[src/rtl/reset_boot_defs.vh]
`ifndef RESET_BOOT_DEFS_VH
`define RESET_BOOT_DEFS_VH

// ----------------------------------------------------------------------
// Register offsets (byte addresses).
// ----------------------------------------------------------------------
`define OFF_PULLUP_DISABLE 4'h0
`define OFF_BOOT_STATUS    4'h4
`define OFF_RELEASE_CYCLES 4'h8

// ----------------------------------------------------------------------
// Field positions.
// ----------------------------------------------------------------------
`define PUD_BOOT_BIT    0
`define PUD_MEMMODE_BIT 1
`define ST_MODE_BIT     0
`define ST_WIDE_BIT     1
`define ST_SECURED_BIT  2
`define ST_RUN_BIT      3
`define ST_BOOTPIN_BIT  4
`define ST_MEMPIN_BIT   5

// ----------------------------------------------------------------------
// Timing and answers.
// ----------------------------------------------------------------------
`define RELEASE_CYCLES  16'h0040
`define RESP_OKAY       2'h0
`define RESP_SLVERR     2'h2
`define ZERO32          32'h00000000

`endif

[src/rtl/strap_sync.v]
`timescale 1ns/1ns

// Two-flop synchroniser for a group of asynchronous levels.
module strap_sync #(
    parameter WIDTH = 3
) (
    input  wire             aclk,
    input  wire [WIDTH-1:0] async_in,
    input  wire [WIDTH-1:0] rst_val,
    output wire [WIDTH-1:0] sync_out
);

    reg [WIDTH-1:0] meta_q;
    reg [WIDTH-1:0] sync_q;

    // ------------------------------------------------------------------
    // Synchroniser chain.
    // ------------------------------------------------------------------
    // Each bit passes two flip-flops; only the second stage is read.
    genvar i;
    generate
        for (i = 0; i < WIDTH; i = i + 1) begin : g_bit
            always @(posedge aclk) begin
                meta_q[i] <= async_in[i];
                sync_q[i] <= meta_q[i];
            end
        end
    endgenerate

    assign sync_out = sync_q;

endmodule

[src/rtl/reset_boot_mode_capture.v]
// Decided for this implementation: the register addresses and the AXI4-Lite register port.
`timescale 1ns/1ns
`include "reset_boot_defs.vh"

// Notes on behaviour
// - While the reset pin is low, the sequencer and mode outputs are initialised and held in reset.
// - On reset pin release, boot source select is latched as operating mode.
// - Internal reset stays asserted a fixed count, then releases on the clock.
// - Boot pin high with unsecured flash selects external boot, else internal.
// - Memory width comes from memory pin, boot pin and flash security.
// - Secured flash ignores a high boot pin and forces internal mode zero.
// - Internal mode zero drives sixteen external address lines.
// - External mode one takes width from the latched memory mode pin.
module reset_boot_mode_capture #(
    parameter [15:0] RELEASE_COUNT = `RELEASE_CYCLES
) (
    input  wire        aclk,
    input  wire        aresetn,
    input  wire        ext_reset_n,
    input  wire        test_reset_n,
    input  wire        boot_source_select,
    input  wire        ext_memory_mode_select,
    input  wire        flash_secured,
    output reg         int_reset_n,
    output reg         boot_mode_external,
    output reg         ext_addr_wide,
    output reg         boot_pin_pullup_off,
    output reg         mem_mode_pullup_off,
    input  wire [3:0]  s_axil_awaddr,
    input  wire        s_axil_awvalid,
    output reg         s_axil_awready,
    input  wire [31:0] s_axil_wdata,
    input  wire [3:0]  s_axil_wstrb,
    input  wire        s_axil_wvalid,
    output reg         s_axil_wready,
    output reg  [1:0]  s_axil_bresp,
    output reg         s_axil_bvalid,
    input  wire        s_axil_bready,
    input  wire [3:0]  s_axil_araddr,
    input  wire        s_axil_arvalid,
    output reg         s_axil_arready,
    output reg  [31:0] s_axil_rdata,
    output reg  [1:0]  s_axil_rresp,
    output reg         s_axil_rvalid,
    input  wire        s_axil_rready
);

    // ------------------------------------------------------------------
    // State encoding.
    // ------------------------------------------------------------------
    localparam [2:0] ST_HOLD    = 3'h1;
    localparam [2:0] ST_COUNT   = 3'h2;
    localparam [2:0] ST_RUNNING = 3'h4;

    // ------------------------------------------------------------------
    // Sequencer overview.
    // ------------------------------------------------------------------
    // The reset pin and the test reset are combined into one level.
    // Either one held low holds the whole sequencer in reset.
    // The combined level passes two flip-flops before it is used.
    // The strap pins pass the same two flip-flops beside it.
    // Both therefore reach the logic at the same clock edge.
    // The straps cannot be seen one cycle before the reset release.
    //
    // ST_HOLD is the state in which the pins have just been released.
    // The first edge in this state latches both straps.
    // The flash secured level is latched at the same edge.
    // The secured level comes from logic on this clock.
    // It therefore needs no synchroniser of its own.
    //
    // ST_COUNT counts the fixed number of cycles of the release delay.
    // The delay gives the clocks and the rest of the chip time to settle.
    // The count is a parameter so that a short value may be used.
    // The counter starts at zero and ends one short of the count.
    // The release edge itself is the last cycle of the delay.
    //
    // ST_RUNNING holds the internal reset released.
    // The mode outputs change only at the release edge.
    // They stay unchanged until the next reset of the sequencer.
    // A change of the flash secured level is ignored until then.
    // A change of a strap pin is likewise ignored until then.
    //
    // The mode outputs are forced to zero while reset is held.
    // Logic behind them thus sees internal boot with a narrow bus.
    // This is the safe choice before the straps have been read.
    //
    // ------------------------------------------------------------------
    // Register map overview.
    // ------------------------------------------------------------------
    // Offset zero holds the two pull-up disable bits.
    // Bit zero switches off the pull-up on the boot select pin.
    // Bit one switches off the pull-up on the memory mode pin.
    // Boot software sets a bit only when its pin is tied low.
    // Setting a bit for a pin that floats high would lose its level.
    // These bits are cleared only by the bus reset, not by the pins.
    // Software thus keeps its choice across a pin-driven reset.
    //
    // Offset four reports the latched mode and straps, read only.
    // Offset eight reports the release count, read only.
    // Writes to the read-only places are ignored with an okay answer.
    // Any other offset answers with a slave error on both channels.
    //
    // Only one write and one read are taken at a time.
    // A new address is refused while a response still waits.

    wire [2:0] pins_sync;
    wire       rst_pin_n;
    wire       boot_pin_s;
    wire       mem_pin_s;

    reg  [2:0]  state_q;
    reg  [15:0] count_q;
    reg         boot_pin_lat_q;
    reg         mem_pin_lat_q;
    reg         secured_lat_q;
    reg         aw_held_q;
    reg         w_held_q;
    reg  [3:0]  aw_addr_q;
    reg  [31:0] w_data_q;
    reg  [3:0]  w_strb_q;
    reg  [31:0] rdata_d;
    reg  [1:0]  rresp_d;

    // ------------------------------------------------------------------
    // Input synchronisation.
    // ------------------------------------------------------------------
    // Reset pin and test reset are combined first; either one resets.
    strap_sync #(
        .WIDTH (3)
    ) u_sync (
        .aclk     (aclk),
        .async_in ({ext_memory_mode_select, boot_source_select,
                    ext_reset_n & test_reset_n}),
        .rst_val  (3'h0),
        .sync_out (pins_sync)
    );

    assign rst_pin_n  = pins_sync[0];
    assign boot_pin_s = pins_sync[1];
    assign mem_pin_s  = pins_sync[2];

    // ------------------------------------------------------------------
    // Reset sequencer and mode capture.
    // ------------------------------------------------------------------
    // Hold while the pin is low, latch straps on release, count, run.
    always @(posedge aclk) begin
        if (!aresetn || !rst_pin_n) begin
            state_q            <= ST_HOLD;
            count_q            <= 16'h0000;
            int_reset_n        <= 1'b0;
            boot_mode_external <= 1'b0;
            ext_addr_wide      <= 1'b0;
        end else begin
            case (state_q)
                ST_HOLD: begin
                    boot_pin_lat_q <= boot_pin_s;
                    mem_pin_lat_q  <= mem_pin_s;
                    secured_lat_q  <= flash_secured;
                    count_q        <= 16'h0000;
                    state_q        <= ST_COUNT;
                end
                ST_COUNT: begin
                    if (count_q >= RELEASE_COUNT - 16'h0001) begin
                        state_q     <= ST_RUNNING;
                        int_reset_n <= 1'b1;
                        // Secured flash forces mode zero.
                        boot_mode_external <= boot_pin_lat_q &
                                              ~secured_lat_q;
                        ext_addr_wide <= boot_pin_lat_q &
                                         ~secured_lat_q &
                                         mem_pin_lat_q;
                    end else begin
                        count_q <= count_q + 16'h0001;
                    end
                end
                ST_RUNNING: begin
                    int_reset_n <= 1'b1;
                end
                default: begin
                    state_q <= ST_HOLD;
                end
            endcase
        end
    end

    // ------------------------------------------------------------------
    // AXI4-Lite write channel.
    // ------------------------------------------------------------------
    // Address and data are taken in either order; response follows both.
    always @(posedge aclk) begin
        if (!aresetn) begin
            aw_held_q           <= 1'b0;
            w_held_q            <= 1'b0;
            aw_addr_q           <= 4'h0;
            w_data_q            <= `ZERO32;
            w_strb_q            <= 4'h0;
            s_axil_awready      <= 1'b0;
            s_axil_wready       <= 1'b0;
            s_axil_bvalid       <= 1'b0;
            s_axil_bresp        <= `RESP_OKAY;
            boot_pin_pullup_off <= 1'b0;
            mem_mode_pullup_off <= 1'b0;
        end else begin
            s_axil_awready <= 1'b0;
            s_axil_wready  <= 1'b0;
            if (s_axil_awvalid && !aw_held_q && !s_axil_awready &&
                !s_axil_bvalid) begin
                s_axil_awready <= 1'b1;
                aw_held_q      <= 1'b1;
                aw_addr_q      <= s_axil_awaddr;
            end
            if (s_axil_wvalid && !w_held_q && !s_axil_wready &&
                !s_axil_bvalid) begin
                s_axil_wready <= 1'b1;
                w_held_q      <= 1'b1;
                w_data_q      <= s_axil_wdata;
                w_strb_q      <= s_axil_wstrb;
            end
            if (aw_held_q && w_held_q && !s_axil_bvalid) begin
                aw_held_q     <= 1'b0;
                w_held_q      <= 1'b0;
                s_axil_bvalid <= 1'b1;
                if (aw_addr_q == `OFF_PULLUP_DISABLE) begin
                    s_axil_bresp <= `RESP_OKAY;
                    if (w_strb_q[0]) begin
                        // Pull-up disable bits for strap pins.
                        boot_pin_pullup_off <=
                            w_data_q[`PUD_BOOT_BIT];
                        mem_mode_pullup_off <=
                            w_data_q[`PUD_MEMMODE_BIT];
                    end
                end else if (aw_addr_q == `OFF_BOOT_STATUS ||
                             aw_addr_q == `OFF_RELEASE_CYCLES) begin
                    s_axil_bresp <= `RESP_OKAY;         // Read-only.
                end else begin
                    s_axil_bresp <= `RESP_SLVERR;
                end
            end else if (s_axil_bvalid && s_axil_bready) begin
                s_axil_bvalid <= 1'b0;
            end
        end
    end

    // ------------------------------------------------------------------
    // Read data decode.
    // ------------------------------------------------------------------
    always @* begin
        rdata_d = `ZERO32;
        rresp_d = `RESP_OKAY;
        case (s_axil_araddr)
            `OFF_PULLUP_DISABLE: begin
                rdata_d[`PUD_BOOT_BIT]    = boot_pin_pullup_off;
                rdata_d[`PUD_MEMMODE_BIT] = mem_mode_pullup_off;
            end
            `OFF_BOOT_STATUS: begin
                rdata_d[`ST_MODE_BIT]    = boot_mode_external;
                rdata_d[`ST_WIDE_BIT]    = ext_addr_wide;
                rdata_d[`ST_SECURED_BIT] = secured_lat_q;
                rdata_d[`ST_RUN_BIT]     = int_reset_n;
                rdata_d[`ST_BOOTPIN_BIT] = boot_pin_lat_q;
                rdata_d[`ST_MEMPIN_BIT]  = mem_pin_lat_q;
            end
            `OFF_RELEASE_CYCLES: begin
                rdata_d[15:0] = RELEASE_COUNT;
            end
            default: begin
                rresp_d = `RESP_SLVERR;
            end
        endcase
    end

    // ------------------------------------------------------------------
    // AXI4-Lite read channel.
    // ------------------------------------------------------------------
    // Address taken one cycle after arvalid, data in the same cycle as arready.
    always @(posedge aclk) begin
        if (!aresetn) begin
            s_axil_arready <= 1'b0;
            s_axil_rvalid  <= 1'b0;
            s_axil_rdata   <= `ZERO32;
            s_axil_rresp   <= `RESP_OKAY;
        end else begin
            s_axil_arready <= 1'b0;
            if (s_axil_arvalid && !s_axil_arready && !s_axil_rvalid) begin
                s_axil_arready <= 1'b1;
                s_axil_rvalid  <= 1'b1;
                s_axil_rdata   <= rdata_d;
                s_axil_rresp   <= rresp_d;
            end else if (s_axil_rvalid && s_axil_rready) begin
                s_axil_rvalid <= 1'b0;
            end
        end
    end

endmodule

[config.mk]
export PLATFORM = sky130hd
export DESIGN_NAME = reset_boot_mode_capture
export DESIGN_NICKNAME = d
export VERILOG_FILES = /design/src/rtl/strap_sync.v /design/src/rtl/reset_boot_mode_capture.v
export VERILOG_INCLUDE_DIRS = /design/src /design/src/rtl
export SDC_FILE = /design/constraint.sdc
export NUM_CORES = 1
export LEC_CHECK = 0
export BUFFER_PORTS_ARGS = -buffer_cell sky130_fd_sc_hd__buf_2
export CAP_MARGIN = 25
export CORE_MARGIN = 3
export CORE_UTILIZATION = 46
export CTS_CLUSTER_SIZE = 20
export DETAILED_ROUTE_END_ITERATION = 10
export HOLD_SLACK_MARGIN = 0.12
export PLACE_DENSITY = 0.78
export SYNTH_ARGS = -nofsm -noshare
export SYNTH_HDL_FRONTEND = slang
export SYNTH_SLANG_ARGS = --single-unit
export TNS_END_PERCENT = 10
[constraint.sdc]
create_clock -name aclk -period 2.1 [get_ports aclk]
set_input_delay 0.21 -clock aclk [delete_from_list [all_inputs] [get_ports aclk]]
set_output_delay 0.21 -clock aclk [all_outputs]
set_load 0.02 [all_outputs]
* Word level (Yosys, flattened, before mapping)
Cells that the tools add are included.
** Word-level totals
- Flip-flop bits (word level) :: 67
- Input bits :: 56
- Logic and storage cells :: 103
** Operators by class
- Add/subtract/negate cells :: 1
- Order comparisons :: 1
- Eq/ne operators :: 9
- Mux-type cells :: 19
- Bitwise gates (word level) :: 7
- Reductions and logical operators :: 37
** Operators with widths (count)
- case mux 16 bit (2 select lines) :: 1
- adder 16 x 1 -> 16 bit, second input constant :: 1
- greater-or-equal comparator 16 x 6 -> 1 bit, second input constant :: 1
- two-way mux 16 bit :: 1
- logical AND 1 bit :: 12
- AND reduction 2 bit :: 5
- logical NOT 1 bit :: 9
- two-way mux 1 bit :: 9
- case mux 3 bit (3 select lines) :: 1
- equality test 4 x 3 -> 1 bit, second input constant :: 2
- equality test 4 bit, second input constant :: 2
- logical NOT 4 bit :: 2
- nonzero test 2 bit :: 4
- two-way mux 2 bit :: 3
- two-way mux 4 bit :: 1
- != test 2 bit, second input constant :: 2
- inverter 1 bit :: 4
- case mux 2 bit (2 select lines) :: 1
- AND 1 bit :: 3
- equality test 3 x 1 -> 1 bit, second input constant :: 1
- equality test 3 x 2 -> 1 bit, second input constant :: 1
- equality test 3 bit, second input constant :: 1
- two-way mux 3 bit :: 1
- AND reduction 3 bit :: 1
- 4 further kinds :: 5

* Depth between registers and ports, before layout
- Depth after elaboration :: 5
- Depth in mapped cells :: 5

* Modules after synthesis
Synthesis repeated with hierarchy kept, for this count alone.
** Second synthesis, totals
- Cells, all modules :: 232
- Area total of the unflattened synthesis :: 2263.4 um2
** By module, submodules not included
- reset_boot_mode_capture :: times used 1, cells each 226, area each 2143.3 um2
- strap_sync :: times used 1, cells each 6, area each 120.1 um2

* Worst setup path before layout
OpenSTA, ideal clock, no wires.
- Path type :: register -> register
- Start :: reg s_axil_rvalid
- End :: reg s_axil_rresp[1]
- Setup time :: 0.132 ns
- Arrival time :: 1.456 ns
- Required time :: 1.968 ns
- Setup slack :: 0.512 ns
- Cell stages (with the launch flop) :: 5
- Buffers on the path :: 1
- Path through :: dfxtp_1 > or3b_2 > clkbuf_1 > a2111oi_0 > nor3b_1
** On the way
- Longest elaborated chain between the ends :: 2
** Ends and longest elaborated chain
- start, declared :: RTL line reset_boot_mode_capture.v:44 : output reg s_axil_rvalid,
- start signal, assigned :: RTL line reset_boot_mode_capture.v:279 : s_axil_rvalid <= 1'b0;
- start signal, assigned :: RTL line reset_boot_mode_capture.v:286 : s_axil_rvalid <= 1'b1;
- start signal, assigned :: RTL line reset_boot_mode_capture.v:290 : s_axil_rvalid <= 1'b0;
- logical NOT 1 bit :: RTL line reset_boot_mode_capture.v:284 : if (s_axil_arvalid && !s_axil_arready && !s_axil_rvalid) begin
- logical AND 1 bit :: RTL line reset_boot_mode_capture.v:284
- end signal, assigned :: RTL line reset_boot_mode_capture.v:281 : s_axil_rresp <= `RESP_OKAY;
- end signal, assigned :: RTL line reset_boot_mode_capture.v:288 : s_axil_rresp <= rresp_d;
- end, declared :: RTL line reset_boot_mode_capture.v:43 : output reg [1:0] s_axil_rresp,
No other way between the ends.
A chain may end at the register's enable or synchronous reset.

* Worst setup path in the final report
- Start :: reg state_q[0]
- End :: reg count_q[2]
** On the way
- Longest elaborated chain between the ends :: 3
** Ends and longest elaborated chain
- start, declared :: RTL line reset_boot_mode_capture.v:111 : reg [2:0] state_q;
- start signal, assigned :: RTL line reset_boot_mode_capture.v:148 : state_q <= ST_HOLD;
- start signal, assigned :: RTL line reset_boot_mode_capture.v:160 : state_q <= ST_COUNT;
- start signal, assigned :: RTL line reset_boot_mode_capture.v:164 : state_q <= ST_RUNNING;
- equality test 3 x 2 -> 1 bit / equality test 3 x 1 -> 1 bit (equally long branches) :: RTL line reset_boot_mode_capture.v:154 : case (state_q)
- != test 2 bit (no line) / nonzero test 2 bit (equally long branches)
- AND reduction 2 bit (no line)
- end signal, assigned :: RTL line reset_boot_mode_capture.v:173 : count_q <= count_q + 16'h0001;
- end, declared :: RTL line reset_boot_mode_capture.v:112 : reg [15:0] count_q;
Parallel ways exist; a longest one is shown, timed or not.

==> results.yml <==
finish:
  final_common_cell: "dfxtp_1"
  n_antenna_cell: 0
  fin_cells: 343
  area_delta_synth_final_pct: 14.6
  final_layout_size_suffix_gt1_share_pct: 23.2
  most-common-layout-cells: "53 x dfxtp_1, 41 x buf_2, 27 x conb_1"
  nets: 332
  final_util_pct: 55.6
critical_path:
  path_cells: "or3b_2 -> and2_1 -> o311ai_0 -> o41ai_1"
  critPathRequiredTime_ps: 2290
  cpLargestDelayFamily: "simple AND/OR/NAND/NOR gates"
  slowest_stage: "or3b_2"
  worstPathArrival_ps: 1890
  critPathBufInv: 0
  max_stage_delay_ps: 620
  endpoint_kind: "flip-flop"
  crit_fanout: 14
  cp-start-kind: "flip-flop"
  crit_type: "flip-flop to flip-flop"
sta:
  hold_viol: 0
  fin_crit_sh_pct: 80.6
  timing.final.ws_setup_ps: 408
  hold_ws_ps: 150
  setup_violations: 0
  max_slew_margin_pct: 59.6
  fin_crit_ps: 1690
  drv_slew: 0
  worst_slew_pin_slew_ps: 605
  fin_skew_ps: 5.32
  rsz0062_at_grt: "no"
  fin_setup_tns_ps: 0
  max_clock_freq_mhz: 591
clock_tree:
  h-tree-depth: 2
  clk_latency_ps: 310
  clock_sinks: 56
  cts_tree: "yes"
  cts_setup_buffers: 0
  cts_buffer_depth: 2
  clock-root-buffer: "clkbuf_8"
  cts.clk_slew.worst_paths_ps: 100
  cts_buffers: 5
grt:
  grt_max_degree: 25
  grt_pass1_vias: 1589
  grt_pass1_wl_um: 7020
  track_usage_pct: 14.5
  overflow: 0
  antenna_found_initial: 0
power:
  intPower_mw: 1.49
  p_leak_nw: 1.13
  pwr-share-comb_pct: 9.9
  seq_power_share_pct: 57.0
  peakVddDrop_mv: 0.343
  p_switching_uw: 490
  swShare_pct: 24.8
  powerDensity_nw_per_um2: 738
  clock_power_share_pct: 33.1
logic_synthesis:
  synth-xor-area-share_pct: 0.375
  synthMuxAreaShare_pct: 4.71
  synth_area_leaders: "dfxtp_1 45%, buf_4 8.7%, mux2i_1 4.7%, edfxtp_1 3.9%, nor2b_1 3.7%"
  ys.warnings.count: 0
  yosysTopAreaCellShare_pct: 45.4
  synth-simple-area-share_pct: 26.3
  synth-seq-area-share_pct: 49.2
  synth_top_family_by_area: "simple AND/OR/NAND/NOR gates"
  synthCells: 226
  synth_edf_count: 3
  synth-main-ff-cell: "dfxtp_1"
  synth_compound_area_share_pct: 8.88
  synth_area_per_cell_um2: 10.3
  synth-async-reset-ratio_pct: 0
  ys_ff_latch: 56
  synthesis.area_um2: 2340
  synthAdderAreaFrac_pct: 0.535
  synth_area_leader_cell: "dfxtp_1"
  ys_types: 43
routing:
  drt_drc_violations_left: 0
  drt_iter0_drc: 101
  drt_first_pass_iters: 4
  routedWlPerCell_um: 11.9
  vias: 1678
  via_per_inst: 4.89
  drtAntennaViolNets: 0
  drt-total-wl_um: 4070
floorplan:
  core-area_um2: 4820
  rows: 25
  dieWidth_um: 77.3
  io_pins: 102
  initial_core_util_pct: 48.5
  die_h_um: 77.3
  die_area_um2: 5980
placed_design:
  pre_cts_ws_ps: 443
  placed_cells: 330
  place_hpwl_um: 2970
  place_congestion: 0.759
  portBuffers: 41
worst_hold_path:
  hold_path_class: "input port to flip-flop"
run:
  max-cap-violations: 0
run_status:
  status: "completed"
-- registers in the layout, summed over array words and instances (netlist names), 2 cells and up --
register	flops
w_data_q	2
u_sync.sync_out	3
count_q	16
aw_addr_q	4
state_q	3
u_sync.meta_q	3
s_axil_rdata	7
-- worst register-to-register path: cells and delay by family (launching register included) --
kind             cells  cell delay (ps)
AO/OA/AOI/OAI        2              240
flip-flops           1              470
AND/OR/NAND/NOR      2              870
-- stage by stage --
stage / total power, mW / cell area, µm²
finish: 1.98 / 2680
global route: 2.05 / 2680
CTS: 1.99 / 2680
detailed placement: 1.34 / 2520
global placement: 1.34 / 2520
floorplan: 1.32 / 2440
-- kinds of logic after synthesis --
family / Yosys count
AOI/OAI and AO/OA: 30
muxes: 11
xor gates and xnor gates: 1
and+or+nand+nor: 92
buffers and inverters: 34
DFF: 56
adders and majority gates: 1
other: 1
-- timing repair --
action	CTS	global route
hold buffers	5	0
endpoints found under the hold margin	4	0
resized for setup	0	0
-- power groups by stage --
| stage | logic [mW] | clock network (mW) | registers [mW] |
|---|---|---|---|
| floorplan | 0.162 | 0 | 1.16 |
| global placement | 0.185 | 0 | 1.15 |
| detailed placement | 0.187 | 0 | 1.15 |
| CTS | 0.195 | 0.670 | 1.13 |
| global route | 0.213 | 0.703 | 1.13 |
| finish | 0.195 | 0.654 | 1.13 |
-- final timing paths --
path | depth (start not counted) | endpoint | slack [ps] | startpoint
min | 3 | s_axil_bvalid | 150 | s_axil_bready
min reg2reg | 0 | u_sync.sync_out[2] | 330 | u_sync.meta_q[2]
max reg2reg | 4 | count_q[2] | 410 | state_q[0]
max | 4 | count_q[2] | 410 | state_q[0]
-- cell type report --
type,count,area (µm²)
clock inverter,2,12.5
fill,439,2140
timing repair buffer,49,278
sequential,56,1150
inverter,1,3.75
tap,67,83.8
multi-input combinational,162,1060
clock buffer,6,93.8
-- synth_stat cells (2+ instances only) --
library cell   n
o211ai_1       3
or3b_2         3
nand2_1       13
nor3_1         2
and2_1         9
mux2i_1       11
nor4b_2        2
edfxtp_1       3
nor4_4         2
dfxtp_1       53
buf_4         27
o31ai_1        2
a21oi_1        4
nand4_1        4
a22oi_1        4
and3_1        11
o41ai_1        2
a21boi_0       3
nor4b_1        2
nand3_1        8
o21ai_0        6
nor2b_1       14
and3_2         2
nand2b_1       2
nor3b_1        3
clkbuf_1       6
nor2_1         8
o311ai_0       2
-- metal layers --
layer  global-route usage (%)  vias to the layer above  routed length (µm)
met2                     21.8                       59                1750
met3                     3.05                       10                 235
met1                     19.4                      759                1980
met5                        0                        -                   0
li1                         -                      850                   -
met4                     8.01                        0                 108
No activity file was read; power rests on OpenSTA's default activity.
